==> src/smsp_pkg.sv <==
package smsp_pkg;

    // -------------------------------------------------------------------------
    // register map
    // -------------------------------------------------------------------------
    localparam int          ADDR_W        = 2;
    localparam logic [1:0]  ADDR_CTRL     = 2'h0;
    localparam logic [1:0]  ADDR_STAT     = 2'h1;
    localparam logic [1:0]  ADDR_DATA     = 2'h2;
    localparam logic [7:0]  CTRL_RESET    = 8'h14;
    localparam logic [7:0]  BYTE_ZERO     = 8'h00;

    // status field positions
    localparam int          STAT_DONE_BIT = 7;
    localparam int          STAT_OVR_BIT  = 5;
    localparam int          STAT_MODE_FAULT_FLAG_BIT = 4;
    localparam int          STAT_TXE_BIT  = 3;
    localparam int          STAT_TEIE_BIT = 1;

    // -------------------------------------------------------------------------
    // shift engine constants
    // -------------------------------------------------------------------------
    localparam logic [2:0]  BIT_LAST      = 3'h7;
    localparam logic [2:0]  BIT_ZERO      = 3'h0;
    localparam logic [2:0]  RATE_MIN      = 3'h1;
    localparam logic [2:0]  RATE_MAX      = 3'h6;
    localparam logic [6:0]  HALF_NONE     = 7'h00;
    localparam logic [6:0]  HALF_BASE     = 7'h01;
    localparam int          SYNC_W        = 4;

    // -------------------------------------------------------------------------
    // types
    // -------------------------------------------------------------------------
    typedef struct packed {
        logic       rateSelectBit2;
        logic       portEnable;
        logic       ssDisable;
        logic       masterSelect;
        logic       clockPolarity;
        logic       clockPhase;
        logic       rateSelectBit1;
        logic       rateSelectBit0;
    } smsp_ctrl_s;

    typedef struct packed {
        logic       sck;
        logic       mosi;
        logic       miso;
        logic       ss;
    } smsp_pins_s;

    typedef struct packed {
        logic       sckOut;
        logic       sckOe_n;
        logic       mosiOut;
        logic       mosiOe_n;
        logic       misoOut;
        logic       misoOe_n;
    } smsp_pad_s;

    typedef enum logic [1:0] {
        ST_IDLE  = 2'b01,
        ST_SHIFT = 2'b10
    } smsp_state_e;

    // half of the sck period in core clocks; zero for the unusable codes
    function automatic logic [6:0] smsp_half(input logic [2:0] code);
        if (code >= RATE_MIN && code <= RATE_MAX) begin
            return HALF_BASE << code;
        end
        return HALF_NONE;
    endfunction

endpackage

==> src/smsp_sync.sv <==
`timescale 1ns/1ns
module smsp_sync
    import smsp_pkg::*;
#(
    parameter int W = SYNC_W
) (
    input  wire logic         core_clk,
    input  wire logic         srst,
    input  wire logic [W-1:0] asyncIn,
    output logic      [W-1:0] syncOut
);

    // -------------------------------------------------------------------------
    // two-stage synchroniser, first stage feeds only the second
    // -------------------------------------------------------------------------
    logic [W-1:0] meta_q;

    always_ff @(posedge core_clk) begin
        if (srst) begin
            meta_q  <= '0;
            syncOut <= '0;
        end else begin
            meta_q  <= asyncIn;
            syncOut <= meta_q;
        end
    end

endmodule

==> src/smsp_core.sv <==
`timescale 1ns/1ns
module smsp_core
    import smsp_pkg::*;
(
    input  wire logic              core_clk,
    input  wire logic              srst,
    input  wire logic [ADDR_W-1:0] regAddr,
    input  wire logic [7:0]        regWrData,
    input  wire logic              regWrite,
    input  wire logic              regRead,
    output logic      [7:0]        regRdData,
    input  wire smsp_pins_s        pinIn,
    output smsp_pad_s              padOut,
    output logic                   ssPinFree,
    output logic                   txEmpty,
    output logic                   irqReq
);

    // -------------------------------------------------------------------------
    // pin synchronisation
    // -------------------------------------------------------------------------
    smsp_pins_s  pinS;
    logic        sckPrev_q;
    logic        ssPrev_q;

    smsp_sync #(
        .W (SYNC_W)
    ) u_sync (
        .core_clk (core_clk),
        .srst     (srst),
        .asyncIn  (pinIn),
        .syncOut  (pinS)
    );

    always_ff @(posedge core_clk) begin
        if (srst) begin
            sckPrev_q <= 1'b0;
            ssPrev_q  <= 1'b1;
        end else begin
            sckPrev_q <= pinS.sck;
            ssPrev_q  <= pinS.ss;
        end
    end

    // -------------------------------------------------------------------------
    // state
    // -------------------------------------------------------------------------
    smsp_ctrl_s  ctrl_q;
    logic        teie_q;
    logic        done_q;
    logic        doneArm_q;
    logic        ovr_q;
    logic        mode_fault_flag_q;
    logic        modfArm_q;
    logic [7:0]  txBuf_q;
    logic        txFull_q;
    logic [7:0]  rxData_q;
    logic        rxFull_q;
    logic [7:0]  shift_q;
    logic        latchBit_q;
    logic        outBit_q;
    logic [2:0]  bitCnt_q;
    smsp_state_e state_q;
    logic [6:0]  halfCnt_q;
    logic        sckLevel_q;
    logic        frame_q;
    localparam smsp_ctrl_s CTRL_INIT = CTRL_RESET;

    // -------------------------------------------------------------------------
    // decode
    // -------------------------------------------------------------------------
    logic [6:0] half;
    logic       isMaster;
    logic       isSlave;
    logic       ssUsed;
    logic       selected;
    logic       slvLead;
    logic       slvTrail;
    logic       mstTick;
    logic       lead;
    logic       trail;
    logic       dataIn;
    logic       byteDone;
    logic       load;
    logic       mstFault;
    logic       slvFault;
    logic       ctrlWr;
    logic       statWr;
    logic       dataWr;
    logic       statRd;
    logic       dataRd;
    logic       rxAccept;
    logic       dataOut;
    logic [7:0] rxByte;

    assign half     = smsp_half({ctrl_q.rateSelectBit2, ctrl_q.rateSelectBit1,
                                 ctrl_q.rateSelectBit0});
    assign isMaster = ctrl_q.portEnable & ctrl_q.masterSelect;
    assign isSlave  = ctrl_q.portEnable & ~ctrl_q.masterSelect;
    assign ssUsed   = ~(ctrl_q.ssDisable & ctrl_q.clockPhase);
    assign selected = ssUsed ? ~pinS.ss : 1'b1;

    // slave edges only count while selected
    assign slvLead  = isSlave & selected & (pinS.sck != ctrl_q.clockPolarity)
                      & (sckPrev_q == ctrl_q.clockPolarity);
    assign slvTrail = isSlave & selected & (pinS.sck == ctrl_q.clockPolarity)
                      & (sckPrev_q != ctrl_q.clockPolarity) & (state_q == ST_SHIFT);
    assign mstTick  = isMaster & (state_q == ST_SHIFT) & (halfCnt_q == HALF_NONE)
                      & (half != HALF_NONE);
    assign lead     = slvLead | (mstTick & (sckLevel_q == ctrl_q.clockPolarity));
    assign trail    = slvTrail | (mstTick & (sckLevel_q != ctrl_q.clockPolarity));
    assign dataIn   = isMaster ? pinS.miso : pinS.mosi;
    assign byteDone = trail & (bitCnt_q == BIT_LAST);

    // phase0 samples on lead and shifts on trail, phase1 the other way round
    // miso lags the master's own sck by two clocks, so a master takes it at trail
    assign rxByte   = {shift_q[6:0], (ctrl_q.clockPhase | isMaster) ? dataIn : latchBit_q};
    assign dataOut  = ctrl_q.clockPhase ? outBit_q : shift_q[7];

    assign load     = txFull_q & ((isMaster & (((state_q == ST_IDLE) & (half != HALF_NONE))
                      | byteDone)) | (isSlave & selected & (state_q == ST_IDLE)
                      & ~slvLead));

    assign mstFault = isMaster & ~ctrl_q.ssDisable & ~pinS.ss;
    assign slvFault = isSlave & ssUsed & pinS.ss & ~ssPrev_q & frame_q;

    assign ctrlWr   = regWrite & (regAddr == ADDR_CTRL);
    assign statWr   = regWrite & (regAddr == ADDR_STAT);
    assign dataWr   = regWrite & (regAddr == ADDR_DATA);
    assign statRd   = regRead & (regAddr == ADDR_STAT);
    assign dataRd   = regRead & (regAddr == ADDR_DATA);
    assign rxAccept = byteDone & (~rxFull_q | dataRd);

    // -------------------------------------------------------------------------
    // control register
    // -------------------------------------------------------------------------
    always_ff @(posedge core_clk) begin
        if (srst) begin
            ctrl_q <= CTRL_RESET;
        end else begin
            if (ctrlWr) begin
                ctrl_q <= regWrData;
            end
            if (mstFault) begin
                ctrl_q.portEnable   <= 1'b0;
                ctrl_q.masterSelect <= 1'b0;
            end
        end
    end

    always_ff @(posedge core_clk) begin
        if (srst) begin
            teie_q <= 1'b0;
        end else if (statWr) begin
            teie_q <= regWrData[STAT_TEIE_BIT];
        end
    end

    // -------------------------------------------------------------------------
    // status flags, a set always beats a clear
    // -------------------------------------------------------------------------
    always_ff @(posedge core_clk) begin
        if (srst) begin
            done_q    <= 1'b0;
            doneArm_q <= 1'b0;
            ovr_q     <= 1'b0;
        end else begin
            if (statRd) begin
                doneArm_q <= done_q;
            end else if (dataRd) begin
                doneArm_q <= 1'b0;
            end
            if (byteDone) begin
                done_q <= 1'b1;
            end else if (dataRd & doneArm_q) begin
                done_q <= 1'b0;
            end
            if (byteDone & ~rxAccept) begin
                ovr_q <= 1'b1;
            end else if (dataRd & doneArm_q) begin
                ovr_q <= 1'b0;
            end
        end
    end

    always_ff @(posedge core_clk) begin
        if (srst) begin
            mode_fault_flag_q    <= 1'b0;
            modfArm_q <= 1'b0;
        end else begin
            if (statRd) begin
                modfArm_q <= mode_fault_flag_q;
            end else if (ctrlWr) begin
                modfArm_q <= 1'b0;
            end
            if (mstFault | slvFault) begin
                mode_fault_flag_q <= 1'b1;
            end else if (ctrlWr & modfArm_q) begin
                mode_fault_flag_q <= 1'b0;
            end
        end
    end

    // -------------------------------------------------------------------------
    // transmit buffer and receive register
    // -------------------------------------------------------------------------
    always_ff @(posedge core_clk) begin
        if (srst) begin
            txBuf_q  <= BYTE_ZERO;
            txFull_q <= 1'b0;
        end else begin
            if (dataWr) begin
                txBuf_q  <= regWrData;
                txFull_q <= 1'b1;
            end else if (load | ~ctrl_q.portEnable) begin
                txFull_q <= 1'b0;
            end
        end
    end

    always_ff @(posedge core_clk) begin
        if (srst) begin
            rxData_q <= BYTE_ZERO;
            rxFull_q <= 1'b0;
        end else begin
            if (rxAccept) begin
                rxData_q <= rxByte;
                rxFull_q <= 1'b1;
            end else if (dataRd) begin
                rxFull_q <= 1'b0;
            end
        end
    end

    // -------------------------------------------------------------------------
    // slave framing
    // -------------------------------------------------------------------------
    always_ff @(posedge core_clk) begin
        if (srst) begin
            frame_q <= 1'b0;
        end else if (~isSlave | ~ssUsed | pinS.ss | byteDone) begin
            frame_q <= 1'b0;
        end else if (ssPrev_q | slvLead) begin
            frame_q <= 1'b1;
        end
    end

    // -------------------------------------------------------------------------
    // shift engine and master clock
    // -------------------------------------------------------------------------
    always_ff @(posedge core_clk) begin
        if (srst) begin
            state_q    <= ST_IDLE;
            shift_q    <= BYTE_ZERO;
            latchBit_q <= 1'b0;
            outBit_q   <= 1'b0;
            bitCnt_q   <= BIT_ZERO;
            halfCnt_q  <= HALF_NONE;
            sckLevel_q <= CTRL_INIT.clockPolarity;
        end else if (~ctrl_q.portEnable) begin
            state_q    <= ST_IDLE;
            bitCnt_q   <= BIT_ZERO;
            halfCnt_q  <= HALF_NONE;
            sckLevel_q <= ctrl_q.clockPolarity;
        end else if (isSlave & ~selected) begin
            state_q  <= ST_IDLE;
            bitCnt_q <= BIT_ZERO;
        end else begin
            if (mstTick) begin
                sckLevel_q <= ~sckLevel_q;
                halfCnt_q  <= half - HALF_BASE;
            end else if (halfCnt_q != HALF_NONE) begin
                halfCnt_q <= halfCnt_q - HALF_BASE;
            end
            if (lead) begin
                latchBit_q <= dataIn;
                outBit_q   <= shift_q[7];
                state_q    <= ST_SHIFT;
            end
            if (trail) begin
                shift_q  <= rxByte;
                bitCnt_q <= bitCnt_q + 3'h1;
                if (byteDone) begin
                    state_q <= ST_IDLE;
                end
            end
            if (load) begin
                shift_q   <= txBuf_q;
                bitCnt_q  <= BIT_ZERO;
                state_q   <= isMaster ? ST_SHIFT : ST_IDLE;
                halfCnt_q <= isMaster ? half - HALF_BASE : HALF_NONE;
            end
            if (~isMaster) begin
                sckLevel_q <= ctrl_q.clockPolarity;
            end
        end
    end

    // -------------------------------------------------------------------------
    // register read port
    // -------------------------------------------------------------------------
    always_ff @(posedge core_clk) begin
        if (srst) begin
            regRdData <= BYTE_ZERO;
        end else if (regRead) begin
            unique case (regAddr)
                ADDR_CTRL: regRdData <= ctrl_q;
                ADDR_STAT: begin
                    regRdData                <= BYTE_ZERO;
                    regRdData[STAT_DONE_BIT] <= done_q;
                    regRdData[STAT_OVR_BIT]  <= ovr_q;
                    regRdData[STAT_MODE_FAULT_FLAG_BIT] <= mode_fault_flag_q;
                    regRdData[STAT_TXE_BIT]  <= ~txFull_q;
                    regRdData[STAT_TEIE_BIT] <= teie_q;
                end
                ADDR_DATA: regRdData <= rxData_q;
                default:   regRdData <= BYTE_ZERO;
            endcase
        end else begin
            regRdData <= BYTE_ZERO;
        end
    end

    // -------------------------------------------------------------------------
    // outputs
    // -------------------------------------------------------------------------
    assign txEmpty   = ~txFull_q;
    assign irqReq    = (done_q & ~teie_q) | (~txFull_q & teie_q) | mode_fault_flag_q;
    assign ssPinFree = ctrl_q.ssDisable;

    always_comb begin
        padOut          = '0;
        padOut.sckOut   = sckLevel_q;
        padOut.sckOe_n  = ~isMaster;
        padOut.mosiOut  = dataOut;
        padOut.mosiOe_n = ~isMaster;
        padOut.misoOut  = dataOut;
        padOut.misoOe_n = ~(isSlave & selected);
    end
endmodule

==> config.mk <==
export PLATFORM = sky130hd
export DESIGN_NAME = smsp_core
export DESIGN_NICKNAME = d
export VERILOG_FILES = /design/src/smsp_pkg.sv /design/src/smsp_sync.sv /design/src/smsp_core.sv
export SDC_FILE = /design/constraint.sdc
export NUM_CORES = 1
export LEC_CHECK = 0
export BUFFER_PORTS_ARGS = -buffer_cell sky130_fd_sc_hd__clkbuf_2
export CORE_MARGIN = 5
export CORE_UTILIZATION = 41
export CTS_CLUSTER_DIAMETER = 120
export DETAILED_ROUTE_END_ITERATION = 8
export PLACE_DENSITY = 0.59
export SLEW_MARGIN = 20
export SYNTH_ARGS = -nofsm -noshare
export SYNTH_HDL_FRONTEND = slang
export SYNTH_SLANG_ARGS = --single-unit
==> constraint.sdc <==
create_clock -name core_clk -period 7.3 [get_ports core_clk]
set_input_delay 1.095 -clock core_clk [delete_from_list [all_inputs] [get_ports core_clk]]
set_output_delay 1.095 -clock core_clk [all_outputs]
set_load 0.01 [all_outputs]
=== Word-level counts from Yosys, hierarchy flattened ===
Index checks and enable logic that the tools add are counted.

* Muxes and demuxes: 37
* Bitwise gates (word level): 70
* Shift-type cells: 1
* Reduce and logical (&&, ||, !) cells: 25
* $add $sub $neg: 3
* Magnitude comparators: 2
* Eq/ne operators: 13

{| class="wikitable"
|+ Operators by type and width
! kind !! count
|-
| 7-bit two-way mux || 6
|-
| 1-bit bitwise AND || 38
|-
| 8-bit one-hot mux with 3 select lines || 1
|-
| 1-bit two-way mux || 22
|-
| 1-bit inverter || 18
|-
| 2-bit nonzero test || 9
|-
| 8-bit two-way mux || 2
|-
| 1-bit OR || 14
|-
| 7-bit nonzero test || 2
|-
| 7-bit by 1-bit subtractor with 7-bit output, second input constant || 2
|-
| 2-bit two-way mux || 5
|-
| 2-bit OR reduction || 4
|-
| 7-bit zero test || 1
|-
| 1-bit by 3-bit << shifter with 7-bit output, first input constant || 1
|-
| 3-bit AND reduction || 2
|-
| 5-bit two-way mux || 1
|-
| 2-bit by 1-bit equality test with 1-bit output, second input constant || 2
|-
| 2-bit equality test, second input constant || 2
|-
| 2-bit AND reduction || 2
|-
| 4-bit OR reduction || 1
|-
| 3-bit by 1-bit adder with 3-bit output, second input constant || 1
|-
| 1-bit equality test || 3
|-
| 3-bit equality test, second input constant || 1
|-
| 3-bit by 1-bit greater-or-equal comparator with 1-bit output, second input constant || 1
|-
| other kinds (8) || 10
|}

* Input port bits: 18
* Register bits after elaboration: 74
* Word-level logic and storage cells: 182
* Output and inout port bits: 17

=== Depth between registers and ports, before layout ===
* Depth in word-level cells: 16
* Depth in mapped cells: 13
* Gate-level depth less buffers: 9

=== Hierarchy ===
Synthesis repeated with hierarchy kept, for this count alone.

* Cells, all modules: 409
* Area, all modules: 3,548.4 um^2

{| class="wikitable"
|+ Modules (own cells, without submodules)
! module !! cells an instance !! seq. area each (um^2) !! area each (um^2) !! instances
|-
| smsp_core || 393 || 1,321.3 || 3,338.2 || 1
|-
| smsp_sync || 16 || 160.2 || 210.2 || 1
|}

=== Least setup slack after synthesis ===
No wires, ideal clock.

* Kind: register to register
* Start: reg halfCnt_q[0]
* End: reg halfCnt_q[1]
* Setup slack: 4.466 ns
* Data arrival time: 2.754 ns
* Buffers on the path: 2
* Data required time: 7.221 ns
* Setup time: 0.079 ns
* Stages on the path, launching flop included: 11
* Period minus slack after synthesis: 2.834 ns
* Cells stage by stage: dfxtp_1 -> inv_1 -> ha_1 -> or3b_4 -> or4_4 -> o32a_1 -> buf_2 -> a211o_1 -> buf_6 -> a211o_1 -> a211oi_2

* Longest elaborated chain between the ends: 12
* Elaborated cells on any way between the ends: 17
* Those cells by class: 1 x add/sub; 3 x mux; 9 x bitwise; 4 x reduce/logical

{| class="wikitable"
|+ RTL lines
! what !! line !! source
|-
| start, declared || smsp_core.sv:64 || <nowiki>logic [6:0] halfCnt_q;</nowiki>
|-
| start signal, assigned || smsp_core.sv:271 || <nowiki>halfCnt_q <= half - HALF_BASE;</nowiki>
|-
| start signal, assigned || smsp_core.sv:273 || <nowiki>halfCnt_q <= halfCnt_q - HALF_BASE;</nowiki>
|-
| start signal, assigned || smsp_core.sv:291 || <nowiki>halfCnt_q <= isMaster ? half - HALF_BASE : HALF_NONE;</nowiki>
|-
| 7-bit zero test || smsp_core.sv:108 || <nowiki>assign mstTick = isMaster & (state_q == ST_SHIFT) & (halfCnt_q == HALF_NONE)</nowiki>
|-
| 1-bit bitwise AND || smsp_core.sv:108 ||
|-
| 1-bit bitwise AND || smsp_core.sv:109 || <nowiki>& (half != HALF_NONE);</nowiki>
|-
| 1-bit bitwise AND || smsp_core.sv:111 || <nowiki>assign trail = slvTrail | (mstTick & (sckLevel_q != ctrl_q.clockPolarity));</nowiki>
|-
| 1-bit OR || smsp_core.sv:111 ||
|-
| 1-bit bitwise AND || smsp_core.sv:113 || <nowiki>assign byteDone = trail & (bitCnt_q == BIT_LAST);</nowiki>
|-
| 1-bit OR || smsp_core.sv:121 || <nowiki>| byteDone)) | (isSlave & selected & (state_q == ST_IDLE)</nowiki>
|-
| 1-bit bitwise AND || smsp_core.sv:120 || <nowiki>assign load = txFull_q & ((isMaster & (((state_q == ST_IDLE) & (half != HALF_NONE))</nowiki>
|-
| 1-bit OR || smsp_core.sv:121 ||
|-
| 1-bit bitwise AND || smsp_core.sv:120 ||
|-
| 3-bit nonzero test (no line) || -- ||
|-
| 2-bit AND reduction (no line) || -- ||
|}

Parallel ways exist; a longest one is shown, timed or not. The select of a mux whose other input is x is not followed.
A chain may end at the register's enable or synchronous reset.

=== Final worst setup path ===
* Start: reg ctrl_q[1] (netlist bit)
* End: reg halfCnt_q[0]

* Longest elaborated chain between the ends: 15
* Elaborated cells on any way between the ends: 23
* Those cells by class: 1 x add/sub; 2 x order compare; 1 x shift; 6 x mux; 9 x bitwise; 4 x reduce/logical

{| class="wikitable"
|+ RTL lines
! what !! line !! source
|-
| start, declared || smsp_core.sv:48 || <nowiki>smsp_ctrl_s ctrl_q;</nowiki>
|-
| start signal, assigned || smsp_core.sv:142 || <nowiki>ctrl_q <= regWrData;</nowiki>
|-
| 3-bit by 1-bit greater-or-equal comparator with 1-bit output / 3-bit less-or-equal comparator (equally long branches) || smsp_pkg.sv:68 || <nowiki>if (code >= RATE_MIN && code <= RATE_MAX) begin</nowiki>
|-
| 1-bit logical AND || smsp_pkg.sv:68 ||
|-
| 1-bit two-way mux || smsp_pkg.sv:68 ||
|-
| 7-bit two-way mux * || smsp_pkg.sv:71 || <nowiki>return HALF_NONE;</nowiki>
|-
| 7-bit nonzero test || smsp_core.sv:109, smsp_core.sv:120 ||
|-
| 1-bit bitwise AND || smsp_core.sv:109 ||
|-
| 1-bit bitwise AND || smsp_core.sv:111 ||
|-
| 1-bit OR || smsp_core.sv:111 ||
|-
| 1-bit bitwise AND || smsp_core.sv:113 ||
|-
| 1-bit OR || smsp_core.sv:121 ||
|-
| 1-bit bitwise AND || smsp_core.sv:120 ||
|-
| 1-bit OR || smsp_core.sv:121 ||
|-
| 1-bit bitwise AND || smsp_core.sv:120 ||
|-
| 3-bit nonzero test (no line) || -- ||
|-
| 2-bit AND reduction (no line) || -- ||
|}

Every way passes the cells marked *; elsewhere a longest branch is shown, timed or not. The select of a mux whose other input is x is not followed.

==> results by group <==
Outcome
  • Outcome: finished clean

Power
  • Register share of total power: 52.7%
  • Pleak: 1.53 nW
  • Sw power: 0.201 mW
  • Logic pwr share: 6.6%
  • Switching Fraction: 25.4%
  • Tot Pwr: 0.792 mW
  • Clock share of power: 40.7%
  • Worst vdd ir: 0.000103 V
  • Internal power: 0.591 mW
  • Power Density: 202 nW/µm²

Floorplan
  • Boundary pin count: 35
  • FP Rows: 33
  • Core ar.: 8300 µm²
  • Die H: 103 µm
  • Initial Util: 42.3%
  • Die area: 10500 µm²
  • Die Wd: 103 µm

Clock tree
  • CTS Sinks: 74
  • Hold Buf Count CTS: 0
  • Setup Buffers After CTS: 0
  • CTS tree: yes
  • Clk Latency, worst-skew pair: 0.36 ns
  • CTS max path bufs: 2
  • CTS Root Cell: clkbuf_8
  • CTS H-tree lvls: 3
  • Post_cts resized: 0
  • Clock Pin Slew Worst Setup and Hold Paths: 0.08 ns
  • CTS Buf Count: 9

Drt
  • Via count of the routed design: 2863
  • Pre-antenna DRT Iters: 4
  • Via/cell ratio: 5.38
  • DRT Wirelength: 8.41 mm
  • # DRC: 0
  • Final ANT Viol Nets: 0
  • Initial DRC Count: 208
  • Per-cell routed wire length: 15.8 µm

Layout
  • Number of fill cells: 839
  • Seq. cell area: 1480 µm²
  • Ant. Diodes: 0
  • Area of the multi-input gates: 1870 µm²
  • Nets: 444
  • Final Non-Filler Cells: 532
  • Area grow syn2layout: 11.3%
  • Layout cells sized above 1: 15.7%

STA
  • Fin. Hold Viols: 0
  • Period utilization: 51.9%
  • FMAX: 264 MHz
  • Max Clock Skew: 0.0164 ns
  • Max-slew headroom at the worst pin: 30.1%
  • Worst-margin pin slew: 1.05 ns
  • Slew Limit Fails: 0
  • # setup viols final: 0
  • Minimum clock period: 3.79 ns
  • Setup_tns: 0 ns
  • Unrepaired setup endpoints after global routing: false

Worst setup path
  • CP Launch Point: ctrl_q[1]
  • CP max stage delay: 0.88 ns
  • Worst EP required: 7.54 ns
  • Slowest cell on crit path: a211o_1
  • Crit. End Element: register
  • Critical path cell sequence: nor2_1, nand2_1, ha_1, or3b_2, nand4bb_1, o32a_1, a211o_1, a21oi_1, o221a_1
  • Critical Path AT: 4.02 ns
  • CP Max Fanout: 32
  • Critical path class: register to register
  • Worst r2r src: ctrl_q[1]
  • Worst setup SP type: register

Placement
  • GPL Wtd Cong: 0.885
  • DPL Wire Length: 5.96 mm
  • Port Buffers: 34
  • Dpl cells: 516

Synthesis
  • Most common cell in the netlist: dfxtp_1
  • Mapped Nets: 426
  • Gate Count Post-Synth: 404
  • Synth Cell Area: 3510 µm²
  • Yosys top cell by area: dfxtp_1
  • Synth async-reset ratio: 0%
  • Mean Syn Cell Area: 8.70 µm²
  • Synth Warn #: 0
  • Synth top cells by count: dfxtp_1, nor2_1, mux2i_1
  • EDFF count, synth: 0
  • Synth Flop Type: dfxtp_1
  • #FFs+latches synth: 74
  • Sequential area share after synthesis: 42.2%
  • Top cell type's share of synthesized area: 42.2%
  • Synth area leaders: dfxtp_1, mux2i_1, nor2_1
  • Post-synth cell types: 55

GRT
  • GRT Residual Overflow: 0
  • Number of global-route vias before repair: 2661
  • Largest net degree at the start of global routing: 57
  • Initial antenna violation count: 0
  • Gr usage total: 17.0%
  • First-pass GRT wire length: 13.7 mm

Min path
  • Hold_sp: u_sync.meta_q[1]
  • Hold Crit Class: register to register

Job
  • Max-cap violation count: 0
layout by cell type, fill, tap and decap left out, types with 3 or more instances in the layout:
cell,n
nor2_1,51
nor2b_1,14
dfxtp_1,74
nor3b_1,5
inv_1,7
nand2b_1,8
xnor2_1,6
buf_4,4
a211oi_1,13
nand2_1,30
clkbuf_8,9
and2_1,4
nor3_1,8
ha_1,4
or3_1,3
mux2i_1,37
o21ai_0,8
nand3_1,12
a31oi_1,5
nand3b_1,5
a21oi_1,35
clkbuf_2,34
a211o_1,4
path summary, 6_finish.rpt:
check,depth (start not counted),endpoint,slack (ns)
setup / recovery,9,halfCnt_q[0],3.51
hold / removal,1,u_sync.syncOut[1],0.44
setup reg to reg,9,halfCnt_q[0],3.51
hold reg to reg,1,u_sync.syncOut[1],0.44
kinds of logic after synthesis:
kind of cell    Yosys count  synth area share, %
xor+xnor                  8                 1.99
other cells               1                0.107
simple gates            153                 22.0
flops                    74                 42.2
mux                      39                 11.2
fa+ha+maj                 4                 1.42
buf+inv                  38                 4.77
compound gates           87                 16.3
power by group through the flow:
| stage | Clock (mW) | Sequential, mW | Combinational, mW |
|---|---|---|---|
| floorplan | 0 | 0.424 | 0.0374 |
| finish | 0.322 | 0.417 | 0.0526 |
| CTS | 0.333 | 0.417 | 0.0531 |
| global placement | 0 | 0.427 | 0.0527 |
| global route | 0.353 | 0.419 | 0.0587 |
| detailed placement | 0 | 0.427 | 0.0527 |
critical path: cells and delay by family, from the launching register on:
family / cells / cell delay (ns)
flops: 1 / 0.53
fa+ha+maj: 1 / 0.28
simple gates: 4 / 0.91
compound gates: 4 / 1.95
flip-flops by register name (all words and copies together), names as in the netlist, 4 cells and up:
register        cells
regRdData           8
rxData_q            8
shift_q             8
txBuf_q             8
ctrl_q              7
halfCnt_q           7
u_sync.meta_q       4
u_sync.syncOut      4
layout make-up:
type / instances / share of cell area (%)
sequential: 74 / 37.9
tap: 105 / 3.36
multi-input combinational: 292 / 47.9
timing repair buffer: 38 / 5.12
inverter: 7 / 0.672
clock buffer: 9 / 3.17
clock inverter: 7 / 1.95
stage by stage:
step           setup WS, ns  instance area (µm²)  hold WS (ns)  utilization [%]
2_1_floorplan          4.47                 3510         0.414                -
3_3_place_gp           3.72                 3710         0.418             44.7
3_5_place_dp           3.55                 3710         0.425             44.7
4_1_cts                3.53                 3910         0.443             47.1
5_1_grt                3.26                 3910         0.454             47.1
6_report               3.51                 3910         0.440             47.1
layer usage:
layer / vias to the layer above / GRT usage [%] / share of wire, %
met2: 73 / 25.6 / 44
li1: 1450 / - / -
met1: 1327 / 23.3 / 48
met4: 0 / 7.97 / 1.9
met5: - / 0 / 0
met3: 13 / 3.32 / 6.3
(Power assumes the default switching activity.)
